### config.mk
export PLATFORM = sky130hd
export DESIGN_NAME = fled_driver_regs
export DESIGN_NICKNAME = d
export VERILOG_FILES = /design/src/inc/fled_pkg.sv /design/src/inc/fled_reg_if.sv /design/src/logic/fled_i2c_target.sv /design/src/logic/fled_driver_regs.sv
export SDC_FILE = /design/constraint.sdc
export NUM_CORES = 1
export LEC_CHECK = 0
export BUFFER_PORTS_ARGS = -buffer_cell sky130_fd_sc_hd__buf_2
export CORE_MARGIN = 4
export CORE_UTILIZATION = 60
export CTS_CLUSTER_SIZE = 24
export DETAILED_ROUTE_END_ITERATION = 12
export PLACE_DENSITY = 0.77
export RECOVER_POWER = 50
export SYNTH_ARGS = -nofsm -noshare
export SYNTH_HDL_FRONTEND = slang
export SYNTH_SLANG_ARGS = --single-unit
export TNS_END_PERCENT = 50
### constraint.sdc
create_clock -name clk_sys -period 5.1 [get_ports clk_sys]
set_input_delay 0.255 -clock clk_sys [delete_from_list [all_inputs] [get_ports clk_sys]]
set_output_delay 0.255 -clock clk_sys [all_outputs]
set_load 0.01 [all_outputs]
### src/inc/fled_pkg.sv
package fled_pkg;
  // register map
  localparam logic [7:0] ADDR_MODE  = 8'h01;
  localparam logic [7:0] ADDR_CFG   = 8'h02;
  localparam logic [7:0] ADDR_FLASH = 8'h03;
  localparam logic [7:0] ADDR_TORCH = 8'h04;
  localparam logic [7:0] ADDR_FAULT = 8'h05;
  localparam logic [7:0] ADDR_ID    = 8'h06;
  // reset values
  localparam logic [7:0] MODE_RST  = 8'h20;
  localparam logic [7:0] CFG_RST   = 8'h19;
  localparam logic [6:0] FLASH_RST = 7'h00;
  localparam logic [6:0] TORCH_RST = 7'h00;
  localparam logic [7:0] FAULT_RST = 8'h00;
  // field positions
  localparam int MODE_PIN_EN_BIT = 2;
  localparam int MODE_EDGE_BIT   = 3;
  localparam int MODE_GUARD_BIT  = 4;
  localparam int CFG_RAMP_BIT    = 0;
  localparam int CFG_TO_LSB      = 1;
  localparam int CFG_THR_LSB     = 5;
  localparam int FLT_GUARD_BIT   = 6;
  localparam int FLT_SHORT_BIT   = 5;
  localparam int FLT_TSD_BIT     = 2;
  localparam int FLT_UVL_BIT     = 1;
  localparam int FLT_TO_BIT      = 0;
  localparam int ID_SWRST_BIT    = 7;
  // i2c
  localparam logic [6:0] I2C_DEV_ADDR = 7'h64;
  localparam logic [3:0] BYTE_BITS    = 4'h8;
  // flash time-out table, in ms
  localparam logic [10:0] TO_STEP_MS      = 11'h028;
  localparam logic [3:0]  TO_SHORT_MAX    = 4'h9;
  localparam logic [10:0] TO_UNDEF_MS     = 11'h190;
  localparam logic [3:0]  TO_800_CODE     = 4'hb;
  localparam logic [10:0] TO_800_MS       = 11'h320;
  localparam logic [3:0]  TO_1000_CODE    = 4'hc;
  localparam logic [10:0] TO_1000_MS      = 11'h3e8;
  localparam logic [3:0]  TO_LONG_CODE    = 4'hd;
  localparam logic [10:0] TO_LONG_MS      = 11'h4b0;
  localparam logic [10:0] TO_LONG_STEP_MS = 11'h0c8;
  // timing
  localparam int unsigned CLK_FREQ_KHZ    = 25000;
  localparam int unsigned CYC_PER_MS_DFLT = CLK_FREQ_KHZ * 1;
  localparam int unsigned RAMP_TIME_MS    = 1;
  localparam int unsigned RAMP_STEPS      = 128;

  typedef enum logic [1:0] {
    MODE_STANDBY = 2'h0,
    MODE_IR      = 2'h1,
    MODE_TORCH   = 2'h2,
    MODE_FLASH   = 2'h3
  } fled_mode_e;

  typedef enum logic [3:0] {
    I2C_IDLE, I2C_ADDR, I2C_AACK, I2C_REG, I2C_RACK,
    I2C_WR, I2C_WACK, I2C_RD, I2C_MACK
  } fled_i2c_e;
endpackage

### src/inc/fled_reg_if.sv
interface fled_reg_if;
  logic [7:0] regAddr;
  logic       wrStb;
  logic [7:0] wrData;
  logic [7:0] rdData;
  modport target (output regAddr, output wrStb, output wrData,
                  input rdData);
  modport bank (input regAddr, input wrStb, input wrData,
                output rdData);
endinterface

### src/logic/fled_i2c_target.sv
module fled_i2c_target
  import fled_pkg::*;
(
  input  wire logic  clk_sys,
  input  wire logic  rst,
  input  wire logic  scl,
  input  wire logic  sdaIn,
  output logic       sdaOeN,
  fled_reg_if.target bus
);
  typedef struct packed {
    fled_i2c_e  st;
    logic [2:0] sclS;
    logic [2:0] sdaS;
    logic [7:0] sh;
    logic [3:0] cnt;
    logic       rw;
    logic       mAck;
    logic [7:0] ptr;
    logic       oeN;
    logic       wr;
  } fled_i2c_s;

  fled_i2c_s q;
  fled_i2c_s d;
  logic      sclR;
  logic      sclF;
  logic      sdaV;
  logic      start;
  logic      stop;
  logic      byteDone;

  // stage 0 of each synchroniser feeds only stage 1
  assign sdaV     = q.sdaS[1];
  assign sclR     = q.sclS[1] & ~q.sclS[2];
  assign sclF     = ~q.sclS[1] & q.sclS[2];
  assign start    = q.sclS[1] & q.sclS[2] & q.sdaS[2] & ~sdaV;
  assign stop     = q.sclS[1] & q.sclS[2] & ~q.sdaS[2] & sdaV;
  assign byteDone = sclF && q.cnt == BYTE_BITS;

  always_comb begin
    d      = q;
    d.sclS = {q.sclS[1:0], scl};
    d.sdaS = {q.sdaS[1:0], sdaIn};
    d.wr   = 1'b0;
    if (start) begin
      d.st  = I2C_ADDR;
      d.cnt = 4'h0;
      d.oeN = 1'b1;
    end else if (stop) begin
      d.st  = I2C_IDLE;
      d.oeN = 1'b1;
    end else begin
      if (sclR && q.st inside {I2C_ADDR, I2C_REG, I2C_WR}) begin
        d.sh  = {q.sh[6:0], sdaV};
        d.cnt = q.cnt + 4'h1;
      end
      unique case (q.st)
        I2C_IDLE: ;
        I2C_ADDR: if (byteDone) begin
          if (q.sh[7:1] == I2C_DEV_ADDR) begin
            d.rw  = q.sh[0];
            d.oeN = 1'b0;
            d.st  = I2C_AACK;
          end else begin
            d.st = I2C_IDLE;
          end
        end
        I2C_AACK: if (sclF) begin
          d.cnt = 4'h0;
          if (q.rw) begin
            d.sh  = bus.rdData;
            d.oeN = bus.rdData[7];
            d.st  = I2C_RD;
          end else begin
            d.oeN = 1'b1;
            d.st  = I2C_REG;
          end
        end
        I2C_REG: if (byteDone) begin
          d.ptr = q.sh;
          d.oeN = 1'b0;
          d.st  = I2C_RACK;
        end
        I2C_RACK: if (sclF) begin
          d.oeN = 1'b1;
          d.cnt = 4'h0;
          d.st  = I2C_WR;
        end
        I2C_WR: if (byteDone) begin
          d.wr  = 1'b1;
          d.oeN = 1'b0;
          d.st  = I2C_WACK;
        end
        I2C_WACK: if (sclF) begin
          d.oeN = 1'b1;
          d.cnt = 4'h0;
          d.ptr = q.ptr + 8'h01; // RL14
          d.st  = I2C_WR;
        end
        I2C_RD: if (sclR) begin
          d.cnt = q.cnt + 4'h1;
        end else if (sclF) begin
          if (q.cnt == BYTE_BITS) begin
            d.oeN = 1'b1;
            d.st  = I2C_MACK;
          end else begin
            d.sh  = {q.sh[6:0], 1'b0};
            d.oeN = q.sh[6];
          end
        end
        // pointer moves on the master's ack so the next byte is ready
        I2C_MACK: if (sclR) begin
          d.mAck = ~sdaV;
          if (!sdaV) d.ptr = q.ptr + 8'h01; // RL14
        end else if (sclF) begin
          if (q.mAck) begin
            d.sh  = bus.rdData;
            d.oeN = bus.rdData[7];
            d.cnt = 4'h0;
            d.st  = I2C_RD;
          end else begin
            d.st = I2C_IDLE;
          end
        end
      endcase
    end
  end

  always_ff @(posedge clk_sys) begin
    if (rst) begin
      q <= '{st: I2C_IDLE, sclS: 3'h7, sdaS: 3'h7, sh: 8'h00,
             cnt: 4'h0, rw: 1'b0, mAck: 1'b0, ptr: 8'h00,
             oeN: 1'b1, wr: 1'b0};
    end else begin
      q <= d;
    end
  end

  assign sdaOeN      = q.oeN;
  assign bus.regAddr = q.ptr;
  assign bus.wrStb   = q.wr;
  assign bus.wrData  = q.sh;

  property p_autoinc;
    @(posedge clk_sys) disable iff (rst)
    q.st == I2C_WACK && sclF && !start && !stop
      |=> q.ptr == $past(q.ptr) + 8'h01 ##1 !q.wr;
  endproperty
  a_autoinc: assert property (p_autoinc) // RL14
    else $error("pointer not advanced after write ack");

  c_wr_burst: cover property (@(posedge clk_sys) disable iff (rst)
    q.wr ##[1:1000] q.wr);
endmodule

### src/logic/fled_driver_regs.sv
// Summary of operation
// RL1 - reserved bits are dropped on write and read back fixed
// RL2 - mode bits: mode, trigger pin enable, level or edge, guard enable
// RL3 - a trigger pulse of any width turns flash on or off
// RL4 - host should not change level or edge while the pin drives flash
// RL5 - config holds guard threshold and torch ramp select, ramp default on
// RL6 - config time-out code selects flash duration from 40 ms to 1600 ms
// RL7 - flash current code is seven bits, default zero
// RL8 - torch current code is seven bits, default zero
// RL9 - read-only fault flags: guard, short, thermal, lockout, time-out
// RL10 - writing one to identity bit 7 requests a software reset
// RL11 - identity register returns fixed device and revision fields
// RL12 - software reset restores defaults, clears faults, request self-clears
// RL13 - mode register at 0x01 with default 0x20
// RL14 - register address steps by one after each acked data byte
// RL15 - flash held for the time-out switches source off and flags it
module fled_driver_regs
  import fled_pkg::*;
#(
  parameter int unsigned CYC_PER_MS  = CYC_PER_MS_DFLT,
  parameter logic [2:0]  DEV_ID_CODE = 3'h5, // arbitrary value
  parameter logic [2:0]  REV_CODE    = 3'h2  // arbitrary value
)(
  input  wire logic        clk_sys,
  input  wire logic        rst,
  input  wire logic        scl,
  input  wire logic        sdaIn,
  output logic             sdaOut,
  output logic             sdaOeN,
  input  wire logic        strobe,
  input  wire logic        lowVinHit,
  input  wire logic        ledShort,
  input  wire logic        thermalShutdown,
  input  wire logic        supplyUndervoltageLockout,
  output logic             sourceOn,
  output fled_mode_e       activeMode,
  output logic [6:0]       currentCode,
  output logic             guardEnable,
  output logic [2:0]       guardThreshold
);
  localparam int unsigned RAMP_RAW  = CYC_PER_MS * RAMP_TIME_MS / RAMP_STEPS;
  localparam int unsigned RAMP_STEP = (RAMP_RAW < 1) ? 1 : RAMP_RAW;

  // fault input order: guard, short, thermal, lockout
  typedef struct packed {
    logic [1:0]  strbS;
    logic        strbPrev;
    logic [3:0]  fltS0;
    logic [3:0]  fltS1;
    logic [4:0]  mode;
    logic [7:0]  cfg;
    logic [6:0]  flash;
    logic [6:0]  torch;
    logic [7:0]  fault;
    logic        edgeOn;
    logic        toHit;
    logic [14:0] msDiv;
    logic [10:0] msCnt;
    logic [7:0]  rampDiv;
    logic [6:0]  rampCode;
    logic        srcOn;
    fled_mode_e  actMode;
    logic [6:0]  code;
    logic        swRst;
  } fled_regs_s;

  fled_regs_s q;
  fled_regs_s d;
  fled_reg_if bus ();

  fled_mode_e modeSel;
  logic       pinHi;
  logic       pinRise;
  logic       pinGate;
  logic       rawFlash;
  logic       onReq;
  logic       kill;
  logic       msTick;
  logic       rampTick;

  function automatic logic [10:0] timeoutMs(input logic [3:0] c);
    logic [10:0] ms;
    ms = TO_UNDEF_MS;
    if (c <= TO_SHORT_MAX)
      ms = 11'(({7'h00, c} + 11'h001) * TO_STEP_MS);
    else if (c == TO_800_CODE)
      ms = TO_800_MS;
    else if (c == TO_1000_CODE)
      ms = TO_1000_MS;
    else if (c >= TO_LONG_CODE)
      ms = 11'(TO_LONG_MS + {7'h00, c - TO_LONG_CODE} * TO_LONG_STEP_MS);
    return ms;
  endfunction

  fled_i2c_target u_i2c (
    .clk_sys (clk_sys),
    .rst     (rst),
    .scl     (scl),
    .sdaIn   (sdaIn),
    .sdaOeN  (sdaOeN),
    .bus     (bus.target)
  );

  assign modeSel  = fled_mode_e'(q.mode[1:0]);
  assign pinHi    = q.strbS[1];
  assign pinRise  = pinHi & ~q.strbPrev;
  assign pinGate  = !q.mode[MODE_PIN_EN_BIT] ? 1'b1 :
                    q.mode[MODE_EDGE_BIT] ? q.edgeOn : pinHi; // RL2
  assign rawFlash = modeSel == MODE_FLASH && pinGate;
  assign onReq    = modeSel != MODE_STANDBY && !q.toHit &&
                    (modeSel == MODE_TORCH || pinGate);
  // thermal and lockout cut the source only while present
  assign kill     = q.fltS1[2] | q.fltS1[3];
  assign msTick   = q.msDiv == 15'(CYC_PER_MS - 1);
  assign rampTick = q.rampDiv == 8'(RAMP_STEP - 1);

  always_comb begin
    unique case (bus.regAddr)
      ADDR_MODE:  bus.rdData = {MODE_RST[7:5], q.mode}; // RL1 RL13
      ADDR_CFG:   bus.rdData = q.cfg;
      ADDR_FLASH: bus.rdData = {1'b0, q.flash};
      ADDR_TORCH: bus.rdData = {1'b0, q.torch};
      ADDR_FAULT: bus.rdData = q.fault;
      ADDR_ID:    bus.rdData = {2'h0, DEV_ID_CODE, REV_CODE}; // RL11
      default:    bus.rdData = 8'h00;
    endcase
  end

  always_comb begin
    d          = q;
    d.strbS    = {q.strbS[0], strobe};
    d.strbPrev = q.strbS[1];
    d.fltS0    = {supplyUndervoltageLockout, thermalShutdown,
                  ledShort, lowVinHit};
    d.fltS1    = q.fltS0;
    d.swRst    = 1'b0;
    if (q.swRst) begin
      d.mode   = MODE_RST[4:0]; // RL12
      d.cfg    = CFG_RST;
      d.flash  = FLASH_RST;
      d.torch  = TORCH_RST;
      d.fault  = FAULT_RST;
      d.edgeOn = 1'b0;
      d.toHit  = 1'b0;
    end else if (bus.wrStb) begin
      unique case (bus.regAddr)
        ADDR_MODE:  d.mode  = bus.wrData[4:0]; // RL2
        ADDR_CFG:   d.cfg   = bus.wrData; // RL5
        ADDR_FLASH: d.flash = bus.wrData[6:0]; // RL7
        ADDR_TORCH: d.torch = bus.wrData[6:0]; // RL8
        ADDR_ID:    d.swRst = bus.wrData[ID_SWRST_BIT]; // RL10
        default: ;
      endcase
    end
    // each rising edge flips the flash, so any pulse width works
    // no toggle in a reset cycle, else a stale flash waits for edge mode
    if (q.mode[MODE_EDGE_BIT] && pinRise && !q.swRst)
      d.edgeOn = ~d.edgeOn; // RL3
    if (!rawFlash) begin
      d.toHit = 1'b0;
      d.msCnt = 11'h000;
      d.msDiv = 15'h0000;
    end else if (!q.toHit) begin
      d.msDiv = msTick ? 15'h0000 : q.msDiv + 15'h0001;
      if (msTick) begin
        d.msCnt = q.msCnt + 11'h001;
        if (q.msCnt + 11'h001 == timeoutMs(q.cfg[4:1])) begin // RL6
          d.toHit               = 1'b1; // RL15
          d.fault[FLT_TO_BIT]   = 1'b1;
          d.edgeOn              = 1'b0;
        end
      end
    end
    // flags are sticky; a new event beats a same-cycle reset
    if (q.mode[MODE_GUARD_BIT] && q.fltS1[0])
      d.fault[FLT_GUARD_BIT] = 1'b1; // RL9
    if (q.fltS1[1]) d.fault[FLT_SHORT_BIT] = 1'b1;
    if (q.fltS1[2]) d.fault[FLT_TSD_BIT]   = 1'b1;
    if (q.fltS1[3]) d.fault[FLT_UVL_BIT]   = 1'b1;
    d.srcOn   = onReq && !kill && !q.swRst; // RL15
    d.actMode = d.srcOn ? modeSel : MODE_STANDBY;
    // ramp climbs one code per step over 1 ms, tracks a lowered target
    if (!(q.srcOn && q.actMode == MODE_TORCH)) begin
      d.rampCode = 7'h00;
      d.rampDiv  = 8'h00;
    end else begin
      d.rampDiv = rampTick ? 8'h00 : q.rampDiv + 8'h01;
      if (q.rampCode > q.torch)
        d.rampCode = q.torch;
      else if (rampTick && q.rampCode < q.torch)
        d.rampCode = q.rampCode + 7'h01;
    end
    unique case (modeSel)
      MODE_FLASH: d.code = q.flash; // RL7
      MODE_TORCH: d.code = q.cfg[CFG_RAMP_BIT] ? q.rampCode : q.torch;
      default:    d.code = q.torch; // RL8
    endcase
  end

  always_ff @(posedge clk_sys) begin
    if (rst) begin
      q <= '{strbS: 2'h0, strbPrev: 1'b0, fltS0: 4'h0, fltS1: 4'h0,
             mode: MODE_RST[4:0], cfg: CFG_RST, flash: FLASH_RST,
             torch: TORCH_RST, fault: FAULT_RST, edgeOn: 1'b0,
             toHit: 1'b0, msDiv: 15'h0000, msCnt: 11'h000,
             rampDiv: 8'h00, rampCode: 7'h00, srcOn: 1'b0,
             actMode: MODE_STANDBY, code: 7'h00, swRst: 1'b0};
    end else begin
      q <= d;
    end
  end

  assign sdaOut         = 1'b0;
  assign sourceOn       = q.srcOn;
  assign activeMode     = q.actMode;
  assign currentCode    = q.code;
  assign guardEnable    = q.mode[MODE_GUARD_BIT];
  assign guardThreshold = q.cfg[7:5];

  property p_mode_rsvd;
    @(posedge clk_sys) disable iff (rst)
    bus.regAddr == ADDR_MODE |-> bus.rdData[7:5] == MODE_RST[7:5];
  endproperty
  a_mode_rsvd: assert property (p_mode_rsvd) // RL1
    else $error("mode reserved bits not fixed");

  property p_mode_wr;
    @(posedge clk_sys) disable iff (rst)
    bus.wrStb && bus.regAddr == ADDR_MODE && !q.swRst
      |=> q.mode == $past(bus.wrData[4:0]);
  endproperty
  a_mode_wr: assert property (p_mode_wr) // RL2
    else $error("mode write not taken");

  property p_level_pin;
    @(posedge clk_sys) disable iff (rst)
    modeSel == MODE_FLASH && q.mode[MODE_PIN_EN_BIT] &&
      !q.mode[MODE_EDGE_BIT] && pinHi && !q.toHit && !kill && !q.swRst
      |=> sourceOn && activeMode == MODE_FLASH;
  endproperty
  a_level_pin: assert property (p_level_pin) // RL2
    else $error("level trigger did not start flash");

  property p_edge_pin;
    @(posedge clk_sys) disable iff (rst)
    q.mode[MODE_EDGE_BIT] && pinRise && !q.swRst
      |=> q.edgeOn != $past(q.edgeOn);
  endproperty
  a_edge_pin: assert property (p_edge_pin) // RL3
    else $error("edge trigger did not toggle");

  property p_cfg_wr;
    @(posedge clk_sys) disable iff (rst)
    bus.wrStb && bus.regAddr == ADDR_CFG && !q.swRst
      |=> guardThreshold == $past(bus.wrData[7:5]);
  endproperty
  a_cfg_wr: assert property (p_cfg_wr) // RL5
    else $error("threshold not updated");

  property p_to_len;
    @(posedge clk_sys) disable iff (rst)
    $rose(q.toHit) |-> $past(q.msCnt) + 11'h001 == timeoutMs(q.cfg[4:1]);
  endproperty
  a_to_len: assert property (p_to_len) // RL6
    else $error("time-out length wrong");

  property p_flash_code;
    @(posedge clk_sys) disable iff (rst)
    modeSel == MODE_FLASH |=> currentCode == $past(q.flash);
  endproperty
  a_flash_code: assert property (p_flash_code) // RL7
    else $error("flash code not applied");

  property p_torch_code;
    @(posedge clk_sys) disable iff (rst)
    modeSel == MODE_TORCH && !q.cfg[CFG_RAMP_BIT]
      |=> currentCode == $past(q.torch);
  endproperty
  a_torch_code: assert property (p_torch_code) // RL8
    else $error("torch code not applied");

  property p_fault_ro;
    @(posedge clk_sys) disable iff (rst)
    bus.wrStb && bus.regAddr == ADDR_FAULT && !q.swRst
      |=> ($past(q.fault) & ~q.fault) == 8'h00;
  endproperty
  a_fault_ro: assert property (p_fault_ro) // RL9
    else $error("fault flag cleared by write");

  property p_swrst_req;
    @(posedge clk_sys) disable iff (rst)
    bus.wrStb && bus.regAddr == ADDR_ID && !q.swRst
      |=> q.swRst == $past(bus.wrData[ID_SWRST_BIT]);
  endproperty
  a_swrst_req: assert property (p_swrst_req) // RL10
    else $error("reset request mismatch");

  property p_id_read;
    @(posedge clk_sys) disable iff (rst)
    bus.regAddr == ADDR_ID
      |-> bus.rdData == {2'h0, DEV_ID_CODE, REV_CODE};
  endproperty
  a_id_read: assert property (p_id_read) // RL11
    else $error("identity read wrong");

  property p_swrst;
    @(posedge clk_sys) disable iff (rst)
    q.swRst |=> q.mode == MODE_RST[4:0] && q.cfg == CFG_RST &&
      q.flash == FLASH_RST && q.torch == TORCH_RST && !q.swRst;
  endproperty
  a_swrst: assert property (p_swrst) // RL12
    else $error("software reset incomplete");

  property p_timeout;
    @(posedge clk_sys) disable iff (rst)
    $rose(q.toHit) |-> q.fault[FLT_TO_BIT] ##1 !sourceOn;
  endproperty
  a_timeout: assert property (p_timeout) // RL15
    else $error("time-out did not stop source");

  c_timeout: cover property (@(posedge clk_sys) disable iff (rst)
    $rose(q.toHit));
  c_swrst: cover property (@(posedge clk_sys) disable iff (rst)
    q.swRst);
  c_ramp: cover property (@(posedge clk_sys) disable iff (rst)
    q.actMode == MODE_TORCH && q.torch != 7'h00 && q.rampCode == q.torch);
endmodule

==> impl_metrics.ini <==
[critical_path]
crit_arrival_ns = 4.36
rr_startpoint = q[77]
r2r_slack_ns = 1.05
cp-start-kind = flop
r2r_end = q[53]
crit_required_ns = 5.41
ff2ff_path_depth = 12
cp-end-kind = flop
crit_fanout = 12
crit_path_frequent_cell = inv_1
crit_chain = inv_1 > ha_1 > xor2_4 > inv_1 > ha_1 > inv_1 > fa_1 > a311oi_2 > mux2i_1 > or4_1 > a2111o_1 > o21a_1
crit_type = flop to flop
crit_slowest_cell = or4_1
cp_slowest_stage_delay_ns = 0.54

[synth]
async_flop_share_pct = 0
netlist_area_um2 = 7590
ys_ff_latch = 131
synthCells = 920
ys_seq_area_share_pct = 34.5
syn_nets = 966
yosysWarnings = 0
synth.avg_cell_area_um2 = 8.25
synth.distinct_cells = 79
synth-edff-count = 0
ys.flop_type = dfxtp_1

[sta]
maxSlewHeadroom_pct = -63.2
skew_ns = 0.00860
max_freq_mhz = 247
rsz0062_at_grt = no
layout_setup_ws_ns = 1.05
setup_tns_ns = 0
fin_crit_sh_pct = 79.4
report.final.slew_viol_count = 85
max_slew.worst_pin.slew_ns = 2.45
hold_viol = 0
setup_viol = 0
period_needed_ns = 4.05
fin_hold_ws_ns = 0.0124

[grt]
grt.overflow.total = 0
grt_max_degree = 58
grt_usage_pct = 26.7
grt_first_pass_wirelength_um = 31500
antenna_found_initial = 0
first_global_vias = 6501

[pwr]
switching_share_pct = 23.0
intPower_mw = 1.76
pwr-share-seq_pct = 46.2
powerDensity_nw_per_um2 = 279
fin_total_pwr_mw = 2.28
cellLeakagePower_nw = 3.05
power_switching_uw = 525
p_comb_share_pct = 3.3
p_clk_share_pct = 50.4
peakVddDrop_mv = 0.380

[placed_design]
port-buffer-count = 23
hpwl_um = 13000
placed_cells = 1050
place_congestion = 0.939
place_ws_ns = 1.06

[run_status]
outcome = finished with violations
violations = capacitance limit, slew limit

[clock_tree]
clk-insertion-delay-late_ns = 0.42
cts_buffer_depth = 2
cts-resized-gates = 0
cts-root-buf = clkbuf_16
clkSinkCount = 131
clk_pin_slew_worst_paths_ns = 0.06
cts_tree = built
htree_levels = 4
hold_buffers = 0
cts_buffers = 17
cts_setup_buffers = 0

[floorplanning]
pin_count = 25
design.die.area_um2 = 14500
core_area_um2 = 12200
die_x_um = 121
start_util_pct = 62.2
die_h_um = 121
rows = 40

[final_layout]
instances_no_fill = 1081
drive_gt1_share_pct = 7.01
diodes = 0
final_nets = 947
syn2layout_area_growth_pct = 7.71

[detailed_routing]
drt_iter0_markers = 703
routed_wl_um = 18700
ant_nets = 0
first_pass_iters = 6
wl_per_cell_um = 17.3
drc = 0
dr_total_vias = 6748
viasPerCell = 6.24

[hold_path]
hold_path_end = u_i2c.d[28]
min-delay-start = scl
hold_path_class = primary input to flop
hold_depth = 2

[job]
drv_cap = 2
-- cells in the final DEF, fill, tap and decap left out, drive strengths merged, types with 9 or more instances in the layout --
master / count
a211oi: 12
a21oi: 53
and3: 14
buf: 10
clkbuf: 37
dfxtp: 131
ha: 35
inv: 41
mux2i: 34
nand2: 68
nand2b: 9
nand3: 48
nor2: 107
nor2b: 34
nor3: 10
o21ai: 32
o22ai: 16
or2: 13
or3: 10
xnor2: 18
xor2: 27
-- state kept, by name, indices dropped and copies added (netlist names) --
register and count:
u_i2c.d 4, u_i2c.q 12, u_i2c.bus.regAddr 8, guardEnable 1, guardThreshold 3, d 6, u_i2c.bus.wrData 8, activeMode 2
u_i2c.bus.wrStb 1, u_i2c.sdaOeN 1, q 75, currentCode 7, sourceOn 1, modeSel 2
-- synth_stat cells (12+ instances only) --
cell	instances	area (um^2)
nor2b_1	34	213
ha_1	35	438
clkbuf_1	45	169
xor2_1	26	228
nand3_1	48	240
inv_1	39	146
buf_4	13	97.6
mux2i_1	34	340
or2_2	13	81.3
a21oi_1	53	265
nand2_1	68	255
a211oi_1	12	90.1
nor2_1	107	402
dfxtp_1	131	2620
xnor2_1	18	158
and3_1	14	87.6
o22ai_1	16	100
o21ai_0	30	150
-- final cells by class --
class	instances	area, um^2
timing repair buffer	27	121
fill	1033	4030
sequential	131	2620
clock buffer	20	457
inverter	39	146
tap	168	210
clock inverter	11	104
multi-input combinational	685	4520
-- cell families (layout without fill, tap and decap cells) --
family	after synthesis	in the layout	share of synthesized area [%]
flops	131	131	34.5
fa+ha+maj	37	37	6.29
xor+xnor	45	45	5.44
mux	36	36	4.78
compound gates	202	202	18.3
other cells	1	1	0.0494
buf+inv	104	97	5.96
simple gates	364	364	24.6
-- worst max-delay path: cells and delay by family (launching register included) --
family          cells  cell delay, ns
simple gates        1            0.54
compound gates      3            0.90
fa+ha+maj           3            1.24
xor+xnor            1            0.28
buf+inv             3            0.32
flops               1            0.51
mux                 1            0.14
-- metrics by stage --
| step | instance area [um^2] | utilization [%] |
|---|---|---|
| after global placement | 7640 | 62.6 |
| after floorplan | 7590 | - |
| after detailed placement | 7640 | 62.6 |
| final | 8180 | 67.0 |
| after global routing | 8180 | 67.0 |
| after CTS | 8200 | 67.2 |
-- worst max-delay path by stage --
stage / endpoint / slack, ns / start / cells past startpoint
6_report: q[53] / 1.05 / q[77] / 12
5_1_grt: q[53] / 0.82 / q[77] / 12
4_1_cts: q[53] / 1.05 / q[77] / 12
3_5_place_dp: q[53] / 1.06 / q[77] / 12
3_3_place_gp: q[53] / 1.19 / q[77] / 12
2_1_floorplan: q[53] / 1.36 / q[77] / 13
-- routing by layer --
metal,track usage (%),wire (um)
met1,33.8,7970
met2,43.7,8960
met3,6.22,1120
met4,11.4,603
met5,0,0
-- power groups by stage --
stage | Sequential, mW | Combinational, mW | Clock (mW)
CTS | 1.06 | 0.0751 | 1.16
finish | 1.06 | 0.0763 | 1.15
global route | 1.06 | 0.0850 | 1.22
global placement | 1.08 | 0.0727 | 0
floorplan | 1.06 | 0.0714 | 0
detailed placement | 1.08 | 0.0745 | 0
No activity file was read; power rests on OpenSTA's default activity.
